==> src/include/cpc_consts.svh <==
`ifndef CPC_CONSTS_SVH
`define CPC_CONSTS_SVH

// Rates in kHz, times in ns; 40 MHz system clock, 4 MHz RC oscillator.
`define CPC_CLK_KHZ 64'h9C40
`define CPC_RC_KHZ 64'hFA0
`define CPC_NS_PER_MS 64'hF4240
// 60 us RC oscillator start-up after Power-down.
`define CPC_IRC_START_NS 64'hEA60
// 100 us flash start-up.
`define CPC_FLASH_START_NS 64'h186A0
// Least times round up to whole cycles.
`define CPC_IRC_START_CLKS \
  ((`CPC_IRC_START_NS * `CPC_CLK_KHZ + `CPC_NS_PER_MS - 64'h1) / `CPC_NS_PER_MS)
`define CPC_FLASH_WAKE_RC \
  ((`CPC_FLASH_START_NS * `CPC_RC_KHZ + `CPC_NS_PER_MS - 64'h1) / `CPC_NS_PER_MS)
// Oscillator cycles before execution resumes.
`define CPC_RC_WAKE_CYC 3'h4
`define CPC_MAIN_WAKE_CYC 13'h1000

// Synchronised pin positions.
`define CPC_NPIN 8
`define CPC_PIN_RC 3'h0
`define CPC_PIN_MAIN 3'h1
`define CPC_PIN_RTC 3'h2
`define CPC_PIN_CCO 3'h3
`define CPC_PIN_LOCK 3'h4
`define CPC_PIN_IRQ 3'h5
`define CPC_PIN_WAKE 3'h6
`define CPC_PIN_ALARM 3'h7

`endif

==> src/include/cpc_pkg.sv <==
package cpc_pkg;

  typedef enum logic [1:0] {
    CPC_SRC_RC,
    CPC_SRC_MAIN,
    CPC_SRC_RTC
  } cpc_src_t;

  // Divider fields hold N-1 and M-1; cpuDiv and usbDiv of zero stop that clock.
  typedef struct packed {
    cpc_src_t    src;
    logic        mainOscEn;
    logic        pllEn;
    logic        pllConn;
    logic [7:0]  preDiv;
    logic [14:0] mul;
    logic [7:0]  cpuDiv;
    logic [7:0]  usbDiv;
  } cpc_cfg_t;

  typedef enum logic [2:0] {
    CPC_ST_RUN,
    CPC_ST_IDLE,
    CPC_ST_SLEEP,
    CPC_ST_PDOWN,
    CPC_ST_DEEP,
    CPC_ST_IRC_START,
    CPC_ST_RESUME,
    CPC_ST_RESET_REQ
  } cpc_state_t;

  typedef struct packed {
    logic     cpuRun;
    logic     flashReady;
    logic     flashPowerOn;
    logic     rcPowerOn;
    logic     rcOutEn;
    logic     mainOscOn;
    logic     mainStable;
    logic     pllPowerOn;
    logic     pllConnected;
    logic     pllLocked;
    logic     regulatorOn;
    logic     resetReq;
    cpc_src_t srcActive;
  } cpc_status_t;

endpackage

==> src/rtl/cpc_clock_power_control.sv <==
// Overview of operation
// [RL1] After reset the clock source is the internal RC oscillator until software changes it.
// [RL2] Software selects RC, main or RTC oscillator as PLL input clock.
// [RL3] RC oscillator is 4 MHz; RC-derived timing counts assume that rate.
// [RL4] CPU clock is PLL input clock unless PLL is active and connected.
// [RL5] Every peripheral gets its own selectable clock through its own divider.
// [RL6] PLL input passes a pre-divider settable from 1 to 256.
// [RL7] Feedback divides oscillator by multiplier 1..32768 before phase comparison.
// [RL8] Software keeps controlled-oscillator frequency within 275 to 550 MHz.
// [RL9] PLL is disabled and bypassed on chip reset and Power-down entry.
// [RL10] Software configures, activates, waits lock, then connects the PLL.
// [RL11] Wake from Power-down runs from RC; software re-enables main or PLL.
// [RL12] Wake-up timer holds off main oscillator use until it is stable.
// [RL13] Idle stops execution until reset or interrupt; peripheral clocks keep running.
// [RL14] Sleep gates all clocks, disables RC output, keeps RTC and flash running.
// [RL15] Sleep entry disables and disconnects PLL, zeroes CPU and USB dividers.
// [RL16] Sleep ends only on reset or a clockless wake interrupt.
// [RL17] Sleep wake resumes after 4 RC cycles or 4096 main cycles.
// [RL18] Software reprograms PLL and dividers after Sleep or Power-down wake.
// [RL19] Power-down is Sleep plus RC oscillator and flash powered off.
// [RL20] Power-down wake allows 60 us RC start-up, then 4 RC cycles.
// [RL21] Flash wake counter counts RC cycles for 100 us before flash access.
// [RL22] Software can stop the clock of each peripheral individually.
// [RL23] Deep power-down wakes only on RTC alarm or reset, via full reset.
// [RL24] Source and PLL connection switching never make a short clock pulse.
`timescale 1ns/1ps
`default_nettype none
`include "cpc_consts.svh"

module cpc_clock_power_control #(
  parameter int NPERIPH = 4
) (
  input  wire logic                   clk_sys,
  input  wire logic                   rstn,
  input  wire logic                   cfgWr,
  input  wire cpc_pkg::cpc_cfg_t      cfg,
  input  wire logic                   idleReq,
  input  wire logic                   sleepReq,
  input  wire logic                   pdownReq,
  input  wire logic                   deepReq,
  input  wire logic [2*NPERIPH-1:0]   periphDivSel,
  input  wire logic [NPERIPH-1:0]     periphGateEn,
  input  wire logic                   rcOscIn,
  input  wire logic                   mainOscIn,
  input  wire logic                   rtcOscIn,
  input  wire logic                   ccoIn,
  input  wire logic                   pllLockIn,
  input  wire logic                   irqIn,
  input  wire logic                   wakeIrqIn,
  input  wire logic                   rtcAlarmIn,
  output var  logic                   cpuClkEn,
  output var  logic                   usbClkEn,
  output var  logic [NPERIPH-1:0]     periphClkEn,
  output var  logic                   pfdUp,
  output var  logic                   pfdDown,
  output var  cpc_pkg::cpc_status_t   status
);

  // [RL3] Flash count assumes 4 MHz RC; start-up count assumes 40 MHz clk_sys
  localparam logic [11:0] IRC_START_LAST = 12'(`CPC_IRC_START_CLKS - 64'h1);
  localparam logic [8:0]  FLASH_LAST     = 9'(`CPC_FLASH_WAKE_RC - 64'h1);

  logic [2:0]            sync_ff [`CPC_NPIN];
  logic [`CPC_NPIN-1:0]  lvl_ff;
  logic [`CPC_NPIN-1:0]  rise;

  cpc_pkg::cpc_src_t     srcReq_ff;
  cpc_pkg::cpc_src_t     srcAct_ff;
  logic                  mainOscEn_ff;
  logic                  pllEn_ff;
  logic                  pllConnReq_ff;
  logic [7:0]            preDiv_ff;
  logic [14:0]           mul_ff;
  logic [7:0]            cpuDiv_ff;
  logic [7:0]            usbDiv_ff;

  cpc_pkg::cpc_state_t   state_ff;
  cpc_pkg::cpc_state_t   nxt_state;
  logic [11:0]           wakeCnt_ff;
  logic                  priorMain_ff;

  logic                  cpuRun_ff;
  logic                  rcPowerOn_ff;
  logic                  rcOutEn_ff;
  logic                  regulatorOn_ff;
  logic                  resetReq_ff;
  logic                  flashPowerOn_ff;
  logic                  flashReady_ff;
  logic [8:0]            flashCnt_ff;
  logic                  mainOscOn_ff;
  logic                  mainStable_ff;
  logic [12:0]           mainCnt_ff;
  logic [7:0]            preCnt_ff;
  logic [14:0]           fbCnt_ff;
  logic                  pfdUp_ff;
  logic                  pfdDown_ff;
  logic                  pllLocked_ff;
  logic                  connAct_ff;
  logic [7:0]            cpuCnt_ff;
  logic [7:0]            usbCnt_ff;
  logic                  cpuClkEn_ff;
  logic                  usbClkEn_ff;

  logic                  rcTick;
  logic                  mainTick;
  logic                  ccoTick;
  logic                  reqTick;
  logic                  actTick;
  logic                  srcTick;
  logic                  refTick;
  logic                  fbTick;
  logic                  baseTick;
  logic                  cclkTick;
  logic                  usbTick;
  logic                  clocksOn;
  logic                  enterLow;
  logic                  enterPd;
  logic                  selAllowed;

  // Three-stage synchronisers; a level counts once stages two and three agree.
  for (genvar i = 0; i < `CPC_NPIN; i++) begin : g_sync
    always_ff @(posedge clk_sys) begin
      if (!rstn) begin
        sync_ff[i] <= 3'h0;
        lvl_ff[i]  <= 1'b0;
      end else begin
        sync_ff[i] <= {sync_ff[i][1:0], ((i == 0) ? rcOscIn :
                                         (i == 1) ? mainOscIn :
                                         (i == 2) ? rtcOscIn :
                                         (i == 3) ? ccoIn :
                                         (i == 4) ? pllLockIn :
                                         (i == 5) ? irqIn :
                                         (i == 6) ? wakeIrqIn : rtcAlarmIn)};
        if (sync_ff[i][2] == sync_ff[i][1]) begin
          lvl_ff[i] <= sync_ff[i][2];
        end
      end
    end
    assign rise[i] = (sync_ff[i][2] == sync_ff[i][1]) && sync_ff[i][2] && !lvl_ff[i];
  end

  // Oscillator pins are sampled, so each must run well below half of clk_sys;
  // the controlled oscillator arrives here already scaled down.
  assign rcTick   = rise[`CPC_PIN_RC] && rcOutEn_ff;
  assign mainTick = rise[`CPC_PIN_MAIN] && mainOscOn_ff;
  assign ccoTick  = rise[`CPC_PIN_CCO] && pllEn_ff;

  function automatic logic srcRise(input cpc_pkg::cpc_src_t s, input logic rc, input logic mn,
                                   input logic rt);
    case (s)
      cpc_pkg::CPC_SRC_RC:   srcRise = rc;
      cpc_pkg::CPC_SRC_MAIN: srcRise = mn;
      cpc_pkg::CPC_SRC_RTC:  srcRise = rt;
      default:               srcRise = 1'b0;
    endcase
  endfunction

  assign reqTick    = srcRise(srcReq_ff, rcTick, mainTick, rise[`CPC_PIN_RTC]);
  assign actTick    = srcRise(srcAct_ff, rcTick, mainTick, rise[`CPC_PIN_RTC]);
  // [RL24] Hold off old source
  assign srcTick    = actTick && (srcReq_ff == srcAct_ff);
  // [RL12] Main needs stability
  assign selAllowed = (srcReq_ff != cpc_pkg::CPC_SRC_MAIN) || mainStable_ff;

  assign enterLow = (state_ff == cpc_pkg::CPC_ST_RUN) &&
                    (nxt_state inside {cpc_pkg::CPC_ST_SLEEP, cpc_pkg::CPC_ST_PDOWN,
                                       cpc_pkg::CPC_ST_DEEP});
  assign enterPd  = (state_ff == cpc_pkg::CPC_ST_RUN) &&
                    (nxt_state inside {cpc_pkg::CPC_ST_PDOWN, cpc_pkg::CPC_ST_DEEP});
  assign clocksOn = (state_ff == cpc_pkg::CPC_ST_RUN) || (state_ff == cpc_pkg::CPC_ST_IDLE);

  // Configuration; low-power entry other than Idle overrides a write in the same cycle.
  always_ff @(posedge clk_sys) begin
    if (!rstn) begin
      // [RL1] RC after reset
      srcReq_ff     <= cpc_pkg::CPC_SRC_RC;
      mainOscEn_ff  <= 1'b0;
      // [RL9] PLL off, bypassed
      pllEn_ff      <= 1'b0;
      pllConnReq_ff <= 1'b0;
      preDiv_ff     <= 8'h00;
      mul_ff        <= 15'h0000;
      cpuDiv_ff     <= 8'h01;
      usbDiv_ff     <= 8'h00;
    end else if (enterLow) begin
      // [RL15] Sleep clears PLL
      pllEn_ff      <= 1'b0;
      pllConnReq_ff <= 1'b0;
      cpuDiv_ff     <= 8'h00;
      usbDiv_ff     <= 8'h00;
      if (enterPd) begin
        // [RL11] Power-down returns to RC
        srcReq_ff    <= cpc_pkg::CPC_SRC_RC;
        mainOscEn_ff <= 1'b0;
      end
    end else if (cfgWr) begin
      // [RL2] Source selector
      srcReq_ff     <= cfg.src;
      mainOscEn_ff  <= cfg.mainOscEn;
      pllEn_ff      <= cfg.pllEn;
      pllConnReq_ff <= cfg.pllConn;
      preDiv_ff     <= cfg.preDiv;
      mul_ff        <= cfg.mul;
      cpuDiv_ff     <= cfg.cpuDiv;
      usbDiv_ff     <= cfg.usbDiv;
    end
  end

  // Except on Power-down entry, which forces RC at once, the active source changes only on an edge of the new one, so no pulse is cut short.
  always_ff @(posedge clk_sys) begin
    if (!rstn) begin
      srcAct_ff <= cpc_pkg::CPC_SRC_RC;
    end else if (enterPd) begin
      srcAct_ff <= cpc_pkg::CPC_SRC_RC;
    end else if ((srcReq_ff != srcAct_ff) && selAllowed && reqTick) begin
      // [RL24] Switch on new edge
      srcAct_ff <= srcReq_ff;
    end
  end

  // [RL6] Pre-divider by N
  assign refTick = srcTick && pllEn_ff && (preCnt_ff == preDiv_ff);
  // [RL7] Feedback divide by M
  assign fbTick  = ccoTick && (fbCnt_ff == mul_ff);

  always_ff @(posedge clk_sys) begin
    if (!rstn || !pllEn_ff) begin
      preCnt_ff <= 8'h00;
      fbCnt_ff  <= 15'h0000;
    end else begin
      if (srcTick) begin
        preCnt_ff <= refTick ? 8'h00 : preCnt_ff + 8'h01;
      end
      if (ccoTick) begin
        fbCnt_ff <= fbTick ? 15'h0000 : fbCnt_ff + 15'h0001;
      end
    end
  end

  // [RL7] Phase-frequency detector
  always_ff @(posedge clk_sys) begin
    if (!rstn || !pllEn_ff) begin
      pfdUp_ff   <= 1'b0;
      pfdDown_ff <= 1'b0;
    end else if ((pfdUp_ff || refTick) && (pfdDown_ff || fbTick)) begin
      pfdUp_ff   <= 1'b0;
      pfdDown_ff <= 1'b0;
    end else begin
      pfdUp_ff   <= pfdUp_ff || refTick;
      pfdDown_ff <= pfdDown_ff || fbTick;
    end
  end

  // Connection follows request and enable, and needs lock to connect; it changes on an edge of the incoming clock except on low-power entry.
  always_ff @(posedge clk_sys) begin
    if (!rstn) begin
      pllLocked_ff <= 1'b0;
      connAct_ff   <= 1'b0;
    end else begin
      pllLocked_ff <= pllEn_ff && lvl_ff[`CPC_PIN_LOCK];
      if (enterLow) begin
        connAct_ff <= 1'b0;
      end else if (!connAct_ff && pllConnReq_ff && pllLocked_ff && ccoTick) begin
        // [RL24] Connect on PLL edge
        connAct_ff <= 1'b1;
      end else if (connAct_ff && !(pllConnReq_ff && pllEn_ff) && actTick) begin
        connAct_ff <= 1'b0;
      end
    end
  end

  // [RL4] PLL only when active and connected
  assign baseTick = (connAct_ff && pllEn_ff) ? ccoTick : srcTick;
  assign cclkTick = baseTick && (cpuDiv_ff != 8'h00) && (cpuCnt_ff >= cpuDiv_ff - 8'h01);
  assign usbTick  = baseTick && (usbDiv_ff != 8'h00) && (usbCnt_ff >= usbDiv_ff - 8'h01);

  always_ff @(posedge clk_sys) begin
    if (!rstn) begin
      cpuCnt_ff   <= 8'h00;
      usbCnt_ff   <= 8'h00;
      cpuClkEn_ff <= 1'b0;
      usbClkEn_ff <= 1'b0;
    end else begin
      if (baseTick) begin
        cpuCnt_ff <= cclkTick ? 8'h00 : cpuCnt_ff + 8'h01;
        usbCnt_ff <= usbTick ? 8'h00 : usbCnt_ff + 8'h01;
      end
      // [RL13] CPU clock stops in Idle
      cpuClkEn_ff <= cclkTick && clocksOn && cpuRun_ff;
      // [RL14] All clocks gated in Sleep
      usbClkEn_ff <= usbTick && clocksOn;
    end
  end

  // [RL5] Per-peripheral divider
  for (genvar p = 0; p < NPERIPH; p++) begin : g_periph
    cpc_periph_clk_div u_div (
      .clk_sys  (clk_sys),
      .rstn     (rstn),
      .baseTick (cclkTick && clocksOn),
      // [RL22] Per-peripheral gate
      .gateEn   (periphGateEn[p]),
      .divSel   (periphDivSel[2*p +: 2]),
      .clkEn    (periphClkEn[p])
    );
  end

  // Power-mode sequencing; deeper requests win over lighter ones.
  always_comb begin
    nxt_state = state_ff;
    case (state_ff)
      cpc_pkg::CPC_ST_RUN: begin
        if (deepReq) begin
          nxt_state = cpc_pkg::CPC_ST_DEEP;
        end else if (pdownReq) begin
          nxt_state = cpc_pkg::CPC_ST_PDOWN;
        end else if (sleepReq) begin
          nxt_state = cpc_pkg::CPC_ST_SLEEP;
        end else if (idleReq) begin
          nxt_state = cpc_pkg::CPC_ST_IDLE;
        end
      end
      // [RL13] Idle ends on interrupt
      cpc_pkg::CPC_ST_IDLE: begin
        if (lvl_ff[`CPC_PIN_IRQ]) begin
          nxt_state = cpc_pkg::CPC_ST_RUN;
        end
      end
      // [RL16] Clockless wake only
      cpc_pkg::CPC_ST_SLEEP: begin
        if (lvl_ff[`CPC_PIN_WAKE]) begin
          nxt_state = cpc_pkg::CPC_ST_RESUME;
        end
      end
      cpc_pkg::CPC_ST_PDOWN: begin
        if (lvl_ff[`CPC_PIN_WAKE]) begin
          nxt_state = cpc_pkg::CPC_ST_IRC_START;
        end
      end
      // [RL20] RC start-up wait
      cpc_pkg::CPC_ST_IRC_START: begin
        if (wakeCnt_ff == IRC_START_LAST) begin
          nxt_state = cpc_pkg::CPC_ST_RESUME;
        end
      end
      // [RL17] Resume after 4 or 4096 cycles
      cpc_pkg::CPC_ST_RESUME: begin
        if (priorMain_ff ? mainStable_ff : (wakeCnt_ff[2:0] == `CPC_RC_WAKE_CYC)) begin
          nxt_state = cpc_pkg::CPC_ST_RUN;
        end
      end
      // [RL23] Only RTC alarm wakes
      cpc_pkg::CPC_ST_DEEP: begin
        if (lvl_ff[`CPC_PIN_ALARM]) begin
          nxt_state = cpc_pkg::CPC_ST_RESET_REQ;
        end
      end
      cpc_pkg::CPC_ST_RESET_REQ: nxt_state = cpc_pkg::CPC_ST_RESET_REQ;
      default:                   nxt_state = cpc_pkg::CPC_ST_RUN;
    endcase
  end

  always_ff @(posedge clk_sys) begin
    if (!rstn) begin
      state_ff     <= cpc_pkg::CPC_ST_RUN;
      wakeCnt_ff   <= 12'h000;
      priorMain_ff <= 1'b0;
    end else begin
      state_ff <= nxt_state;
      if (nxt_state != state_ff) begin
        wakeCnt_ff <= 12'h000;
      end else if (state_ff == cpc_pkg::CPC_ST_IRC_START) begin
        wakeCnt_ff <= wakeCnt_ff + 12'h001;
      end else if ((state_ff == cpc_pkg::CPC_ST_RESUME) && rcTick) begin
        wakeCnt_ff <= wakeCnt_ff + 12'h001;
      end
      if ((state_ff == cpc_pkg::CPC_ST_RUN) && (nxt_state == cpc_pkg::CPC_ST_SLEEP)) begin
        priorMain_ff <= (srcAct_ff == cpc_pkg::CPC_SRC_MAIN);
      end else if (enterPd) begin
        priorMain_ff <= 1'b0;
      end
    end
  end

  // Mode outputs follow the next state, so they change with the state register.
  always_ff @(posedge clk_sys) begin
    if (!rstn) begin
      cpuRun_ff      <= 1'b1;
      rcPowerOn_ff   <= 1'b1;
      rcOutEn_ff     <= 1'b1;
      regulatorOn_ff <= 1'b1;
      resetReq_ff    <= 1'b0;
    end else begin
      cpuRun_ff      <= (nxt_state == cpc_pkg::CPC_ST_RUN);
      // [RL19] Power-down powers RC off
      rcPowerOn_ff   <= !(nxt_state inside {cpc_pkg::CPC_ST_PDOWN, cpc_pkg::CPC_ST_DEEP,
                                            cpc_pkg::CPC_ST_IRC_START});
      // [RL14] RC output off, power kept
      rcOutEn_ff     <= !(nxt_state inside {cpc_pkg::CPC_ST_SLEEP, cpc_pkg::CPC_ST_PDOWN,
                                            cpc_pkg::CPC_ST_DEEP, cpc_pkg::CPC_ST_IRC_START});
      regulatorOn_ff <= (nxt_state != cpc_pkg::CPC_ST_DEEP);
      // [RL23] Wake through full reset
      resetReq_ff    <= (nxt_state == cpc_pkg::CPC_ST_RESET_REQ);
    end
  end

  // [RL21] Flash wake counter
  always_ff @(posedge clk_sys) begin
    if (!rstn) begin
      flashPowerOn_ff <= 1'b1;
      flashReady_ff   <= 1'b1;
      flashCnt_ff     <= 9'h000;
    end else if (enterPd) begin
      // [RL19] Flash powered off
      flashPowerOn_ff <= 1'b0;
      flashReady_ff   <= 1'b0;
      flashCnt_ff     <= 9'h000;
    end else begin
      if (nxt_state == cpc_pkg::CPC_ST_IRC_START) begin
        flashPowerOn_ff <= 1'b1;
      end
      if (flashPowerOn_ff && !flashReady_ff && rcTick) begin
        flashCnt_ff <= flashCnt_ff + 9'h001;
        if (flashCnt_ff == FLASH_LAST) begin
          flashReady_ff <= 1'b1;
        end
      end
    end
  end

  // [RL12] Main oscillator wake-up timer
  always_ff @(posedge clk_sys) begin
    if (!rstn) begin
      mainOscOn_ff  <= 1'b0;
      mainStable_ff <= 1'b0;
      mainCnt_ff    <= 13'h0000;
    end else begin
      mainOscOn_ff <= mainOscEn_ff && !(nxt_state inside {cpc_pkg::CPC_ST_SLEEP,
                                        cpc_pkg::CPC_ST_PDOWN, cpc_pkg::CPC_ST_DEEP});
      if (!mainOscOn_ff) begin
        mainStable_ff <= 1'b0;
        mainCnt_ff    <= 13'h0000;
      end else if (!mainStable_ff && mainTick) begin
        mainCnt_ff <= mainCnt_ff + 13'h0001;
        if (mainCnt_ff == `CPC_MAIN_WAKE_CYC - 13'h0001) begin
          mainStable_ff <= 1'b1;
        end
      end
    end
  end

  assign cpuClkEn = cpuClkEn_ff;
  assign usbClkEn = usbClkEn_ff;
  assign pfdUp    = pfdUp_ff;
  assign pfdDown  = pfdDown_ff;
  assign status   = '{cpuRun:       cpuRun_ff,
                      flashReady:   flashReady_ff,
                      flashPowerOn: flashPowerOn_ff,
                      rcPowerOn:    rcPowerOn_ff,
                      rcOutEn:      rcOutEn_ff,
                      mainOscOn:    mainOscOn_ff,
                      mainStable:   mainStable_ff,
                      pllPowerOn:   pllEn_ff,
                      pllConnected: connAct_ff,
                      pllLocked:    pllLocked_ff,
                      regulatorOn:  regulatorOn_ff,
                      resetReq:     resetReq_ff,
                      srcActive:    srcAct_ff};

endmodule

`default_nettype wire

==> src/rtl/cpc_periph_clk_div.sv <==
`timescale 1ns/1ps
`default_nettype none

// One peripheral clock: gate plus divide by 1, 2, 4 or 8 of the base tick.
module cpc_periph_clk_div (
  input  wire logic       clk_sys,
  input  wire logic       rstn,
  input  wire logic       baseTick,
  input  wire logic       gateEn,
  input  wire logic [1:0] divSel,
  output var  logic       clkEn
);

  logic [2:0] cnt_ff;
  logic [2:0] lastCnt;

  assign lastCnt = 3'((4'h1 << divSel) - 4'h1);

  always_ff @(posedge clk_sys) begin
    if (!rstn) begin
      cnt_ff <= 3'h0;
      clkEn  <= 1'b0;
    end else begin
      clkEn <= 1'b0;
      if (!gateEn) begin
        cnt_ff <= 3'h0;
      end else if (baseTick) begin
        if (cnt_ff >= lastCnt) begin
          cnt_ff <= 3'h0;
          clkEn  <= 1'b1;
        end else begin
          cnt_ff <= cnt_ff + 3'h1;
        end
      end
    end
  end

endmodule

`default_nettype wire
==> config.mk <==
export PLATFORM = sky130hd
export DESIGN_NAME = cpc_clock_power_control
export DESIGN_NICKNAME = d
export VERILOG_FILES = /design/src/include/cpc_pkg.sv /design/src/rtl/cpc_clock_power_control.sv /design/src/rtl/cpc_periph_clk_div.sv
export VERILOG_INCLUDE_DIRS = /design/src /design/src/include
export SDC_FILE = /design/constraint.sdc
export NUM_CORES = 1
export LEC_CHECK = 0
export BUFFER_PORTS_ARGS = -buffer_cell sky130_fd_sc_hd__buf_2
export CAP_MARGIN = 20
export CORE_AREA = 5 5 147 149
export DETAILED_ROUTE_END_ITERATION = 10
export DIE_AREA = 0 0 152 154
export PLACE_DENSITY_LB_ADDON = 0.12
export SLEW_MARGIN = 15
export SYNTH_ARGS = -nofsm -noshare
export SYNTH_HDL_FRONTEND = slang
export SYNTH_SLANG_ARGS = --single-unit
==> constraint.sdc <==
create_clock -name clk_sys -period 3.6 [get_ports clk_sys]
set_clock_uncertainty 0.05 [all_clocks]
set_input_delay 0.18 -clock clk_sys [delete_from_list [all_inputs] [get_ports clk_sys]]
set_output_delay 0.18 -clock clk_sys [all_outputs]
set_load 0.03 [all_outputs]
Word level (Yosys, flattened, before mapping)
Memories as Yosys holds them, arrays and structs flattened.
Index checks and enable logic that the tools add are counted.
- bits in registers: 162
- bits in writable memories: 24
- bits of input ports: 71
- output and inout bits: 22
- memories: 1
- memories (memory ; words ; width ; read ports ; clocked after Yosys merged registers in ; wr ports ; RTL line ; text):
    sync_ff ; 8 ; 3 ; 8 ; 0 ; 8 ; cpc_clock_power_control.sv:63 ; logic [2:0] sync_ff [`CPC_NPIN];
- $add $sub $neg: 17
- order comparisons: 6
- equal/unequal tests: 36
- shift operators: 4
- muxes and demuxes: 55
- bitwise logic cells: 10
- reductions and logical operators: 93
- operators with widths (kind ; number):
    $mux W3 ; 22
    $logic_and A1 B1 Y1 ; 41
    $add A8 B1 Y8 const B ; 3
    $eq A3 B3 Y1 const B ; 8
    $mux W12 ; 2
    $mux W8 ; 3
    $pmux W3 S8 ; 1
    $mux W1 ; 21
    $reduce_and A2 Y1 ; 9
    $ge A8 B8 Y1 ; 2
    $reduce_bool A2 Y1 ; 8
    $reduce_bool A8 Y1 ; 2
    $sub A8 B1 Y8 const B ; 2
    $add A15 B1 Y15 const B ; 1
    $eq A15 B15 Y1 ; 1
    $mux W15 ; 1
    $add A13 B1 Y13 const B ; 1
    $eq A13 B12 Y1 const B ; 1
    $logic_not A1 Y1 ; 13
    $add A12 B1 Y12 const B ; 1
    $add A3 B1 Y3 const B ; 4
    $eq A12 B12 Y1 const B ; 1
    $eq A3 B2 Y1 const B ; 4
    $ge A3 B3 Y1 ; 4
    other kinds (25) ; 65

Longest topological paths before layout
An unclocked memory read counts as a cell.
- depth in word-level cells: 12
- mapped depth: 14

By module
From an unflattened synthesis, not the netlist that was laid out.
- cell total of the unflattened synthesis: 988
- area, all modules: 8894.8 um^2
- by module, submodules not included (module ; instances ; cells each ; area each (um^2)):
    cpc_clock_power_control ; 1 ; 868 ; 7748.7
    cpc_periph_clk_div ; 4 ; 30 ; 286.5

Worst setup path after synthesis
OpenSTA, ideal clock, no wires.
- kind: reg2reg
- from: register cpuDiv_ff[3]
- to: register g_periph[3].u_div.cnt_ff[0]
- setup time: 0.070 ns
- data arrival time: 2.442 ns
- required time: 3.480 ns
- slack: 1.038 ns
- cell stages (with the launch flop): 12
- path buffers: 1
- clock period less this slack: 2.562 ns
- path through: dfxtp_1 > nor4_1 > nand2_1 > xor2_1 > ha_1 > a211oi_1 > nand2_1 > a211o_1 > nand4_1 > clkbuf_1 > nand2_1 > a21oi_1
- cells in the longest elaborated chain, start to end: 4
- elaborated cells on any way between the ends: 6
- those cells by class: add/sub (1); order compare (1); reduce/logical (4)
- ends and longest elaborated chain (item ; RTL line ; text):
    from (decl) ; cpc_clock_power_control.sv:74 ; logic [7:0] cpuDiv_ff;
    from (signal assigned) ; cpc_clock_power_control.sv:204 ; cpuDiv_ff <= cfg.cpuDiv;
    $sub A8 B1 Y8 or $reduce_bool A8 Y1 (tied branches) ; cpc_clock_power_control.sv:274 ; assign cclkTick = baseTick && (cpuDiv_ff != 8'h00) && (cpuCnt_ff >= cpuDiv_ff - 8'h01);
    $ge A8 B8 Y1 or $logic_and A1 B1 Y1 (tied branches) ; cpc_clock_power_control.sv:274 ;
    $logic_and A1 B1 Y1 (*) ; cpc_clock_power_control.sv:274 ;
    $logic_and A1 B1 Y1 (*) ; cpc_clock_power_control.sv:300 ; .baseTick (cclkTick && clocksOn),
    to (signal assigned) ; cpc_periph_clk_div.sv:32 ; cnt_ff <= cnt_ff + 3'h1;
    to (decl) ; cpc_periph_clk_div.sv:14 ; logic [2:0] cnt_ff;
Mark *: on every way between the ends. The rest lies on a longest branch, timed or not.
A chain may end at the register's enable or synchronous reset.

Worst setup path after layout
- from: register cpuDiv_ff[3]
- to: register g_periph[2].u_div.cnt_ff[2]
- cells in the longest elaborated chain, start to end: 4
- elaborated cells on any way between the ends: 6
- those cells by class: add/sub (1); order compare (1); reduce/logical (4)
- ends and longest elaborated chain (item ; RTL line):
    $sub A8 B1 Y8 or $reduce_bool A8 Y1 (tied branches) ; cpc_clock_power_control.sv:274
    $ge A8 B8 Y1 or $logic_and A1 B1 Y1 (tied branches) ; cpc_clock_power_control.sv:274
    $logic_and A1 B1 Y1 (*) ; cpc_clock_power_control.sv:274
    $logic_and A1 B1 Y1 (*) ; cpc_clock_power_control.sv:300
    to (signal assigned) ; cpc_periph_clk_div.sv:32
    to (decl) ; cpc_periph_clk_div.sv:14
Marks and branches as above.

==> impl_metrics.json <==
{
  "status": "completed",
  "finalCriticalPeriod_ns": 2.99,
  "timing.hold.ws_ns": 0.0193,
  "routed_wl_mm": 18.8,
  "hold_viol": 0,
  "avgSynthCellArea_um2": 8.84,
  "grt_remaining_overflow": 0,
  "flow.area_growth_from_synthesis_pct": 18.6,
  "dr.first_iter.drc_count": 330,
  "route.detailed.drc": 0,
  "hold_path_startpoint": "periphGateEn[1]",
  "row_count": 52,
  "grt_antenna_before_repair": 0,
  "cts_tree": "built",
  "ff2ff_path_depth": 11,
  "synth_edf_count": 0,
  "worstPathRequired_ns": 3.88,
  "ys_seq_area_share_pct": 41.9,
  "ys_warn_count": 0,
  "p_per_area_nw_per_um2": 464,
  "grt_pass1_vias": 6598,
  "cts_sinks": 186,
  "core-area_um2": 20000,
  "hold_buffers": 53,
  "grt_max_degree": 45,
  "fillers": 1920,
  "crit_start": "cpuDiv_ff[3]",
  "rsz0062_at_grt": "no",
  "netlist_area_um2": 8880,
  "r2r-end": "g_periph[2].u_div.cnt_ff[2]",
  "peakVddDrop_v": 0.000296,
  "gp_congestion": 0.826,
  "grt_pass1_wl_mm": 32.1,
  "ys_types": 69,
  "layout.nets": 1243,
  "worstMarginPinSlew_ns": 0.694,
  "maxCapViolations": 0,
  "post-cts-setup-buffers": 0,
  "grt_usage_pct": 16.3,
  "ys.flop_type": "dfxtp_1",
  "die_w_um": 152,
  "io_pins": 93,
  "start_kind": "register",
  "htree_levels": 4,
  "setup_viol": 0,
  "cts_made_buffers": 17,
  "rrSetupSlack_ns": 0.61,
  "port_buffers": 92,
  "fp.dieArea_um2": 23400,
  "dp_hpwl_mm": 13.4,
  "cts-resized-gates": 0,
  "post-route-period-util_pct": 83.2,
  "r2r-start": "cpuDiv_ff[3]",
  "layout-drive-gt1-share_pct": 13.2,
  "clk_latency_ns": 0.43,
  "crit_fanout": 13,
  "min_to": "g_periph[1].u_div.cnt_ff[1]",
  "post_drt_wl_per_cell_um": 13.4,
  "antenna_left": 0,
  "vias": 6841,
  "synth_seq_cells": 186,
  "ys_async_sr_fraction_pct": 0,
  "holdCritPathClass": "input port to register",
  "synth_cells": 1005,
  "clockRootBuffer": "clkbuf_16",
  "endpoint_kind": "register",
  "start_util_pct": 44.3,
  "fin_setup_tns_ns": 0,
  "crit_arrival_ns": 3.28,
  "hold_depth": 3,
  "cts.clk_slew.worst_paths_ns": 0.07,
  "die_h_um": 154,
  "slew_viol_final": 0,
  "synth_nets": 1124,
  "fmax_ghz": 0.334,
  "via_per_inst": 4.86,
  "relSlewSlack_pct": 53.1,
  "antenna_cells": 0,
  "clock_path_buffers": 2,
  "critPathKind": "register to register",
  "cellLeakagePower_nw": 4.21,
  "drtPass1Iterations": 5
}
-- how the worst max path moves through the flow --
stage / to / slack (ns) / cells past startpoint
final: g_periph[2].u_div.cnt_ff[2] / 0.61 / 11
after global routing: g_periph[2].u_div.cnt_ff[2] / 0.25 / 13
after detailed placement: g_periph[2].u_div.cnt_ff[2] / 0.57 / 11
after floorplan: g_periph[3].u_div.cnt_ff[0] / 1.04 / 11
after CTS: g_periph[2].u_div.cnt_ff[2] / 0.56 / 11
after global placement: g_periph[2].u_div.cnt_ff[2] / 0.60 / 11
-- cells in the final DEF, fill, tap and decap left out, drive strengths merged, types with 31 or more instances in the layout --
| master | netlist | routed |
|---|---|---|
| a21oi | 31 | 31 |
| and2 | 32 | 32 |
| buf | 37 | 99 |
| dfxtp | 186 | 186 |
| dlygate4sd3 | 0 | 53 |
| ha | 48 | 48 |
| inv | 33 | 36 |
| nand2 | 127 | 127 |
| nor2 | 114 | 114 |
| xnor2 | 54 | 54 |
| xor2 | 40 | 40 |
-- synth_stat cells (19+ instances only) --
cell type,number,area share [%]
o21ai_0,23,1.3
inv_1,32,1.4
nor2_1,114,4.8
a21oi_1,30,1.7
xor2_1,40,3.9
xnor2_1,54,5.3
ha_1,48,6.8
nand3_1,30,1.7
a21boi_1,20,1.7
dfxtp_1,186,42
nand4_1,23,1.6
and2_1,31,2.2
nand2_1,126,5.3
buf_4,19,1.6
mux2i_1,25,2.8
-- power breakdown --
group          total, mW  internal, mW  leakage [nW]  switching (mW)
combinational      0.798         0.349          2.41           0.450
sequential          2.25          2.15          1.51          0.0970
clock               1.84          1.02         0.288           0.815
total               4.88          3.52          4.21            1.36
-- layout make-up --
type | count | area [um2] | share of cell area [%]
Tap cell | 270 | 338 | 3.21
Sequential cell | 186 | 3720 | 35.4
Clock buffer | 21 | 470 | 4.47
Clock inverter | 11 | 110 | 1.05
Inverter | 33 | 124 | 1.18
Timing Repair Buffer | 152 | 1040 | 9.91
Multi-Input combinational cell | 734 | 4720 | 44.8
-- state kept, by name, indices dropped and copies added (netlist names), 9 cells and up --
signal                 flops
mul_ff                    15
wakeCnt_ff                12
flashCnt_ff                9
sync_ff                   24
mainCnt_ff                13
g_periph.u_div.cnt_ff     12
fbCnt_ff                  15
-- critical path, cell delays in order, from the launching register on --
cell and delay, ns:
dfxtp_1 0.36, nor4_1 0.41, nand2_1 0.12, xor2_1 0.16, ha_1 0.29, a211oi_1 0.07, nand2_1 0.08, a21oi_1 0.05
a211oi_1 0.32, and4_1 0.61, nand2_1 0.14, o41ai_1 0.23
-- logic make-up (layout without fill, tap and decap cells) --
family / count (synthesis) / in the layout / share of synthesized area, %
adders and majority gates: 48 / 48 / 6.76
muxes: 25 / 25 / 2.82
AOI/OAI and AO/OA: 136 / 136 / 10.6
xor gates and xnor gates: 94 / 94 / 9.27
buffers and inverters: 85 / 217 / 4.92
and+or+nand+nor: 431 / 431 / 23.7
DFF: 186 / 186 / 41.9
-- per-stage QoR --
| stage | cells | utilization [%] | instance area (um2) | setup slack [ns] | total power, mW |
|---|---|---|---|---|---|
| floorplan | 1005 | - | 8880 | 1.04 | 2.89 |
| global placement | 1322 | 47.0 | 9420 | 0.603 | 3.05 |
| detailed placement | 1322 | 47.0 | 9420 | 0.574 | 3.05 |
| CTS | 1407 | 52.6 | 10500 | 0.556 | 4.95 |
| global route | 1407 | 52.6 | 10500 | 0.254 | 5.16 |
| finish | 1407 | 52.6 | 10500 | 0.606 | 4.88 |
-- per-layer routing --
layer	track usage [%]	vias to the layer above	share of wire [%]	wire, um
met5	0	-	0	0
met2	26.2	89	45	8460
met1	22.1	3105	51	9570
met4	3.81	0	1.2	225
li1	-	3627	-	-
met3	4.16	20	3.0	557
Power figures use the tool's default switching activity.
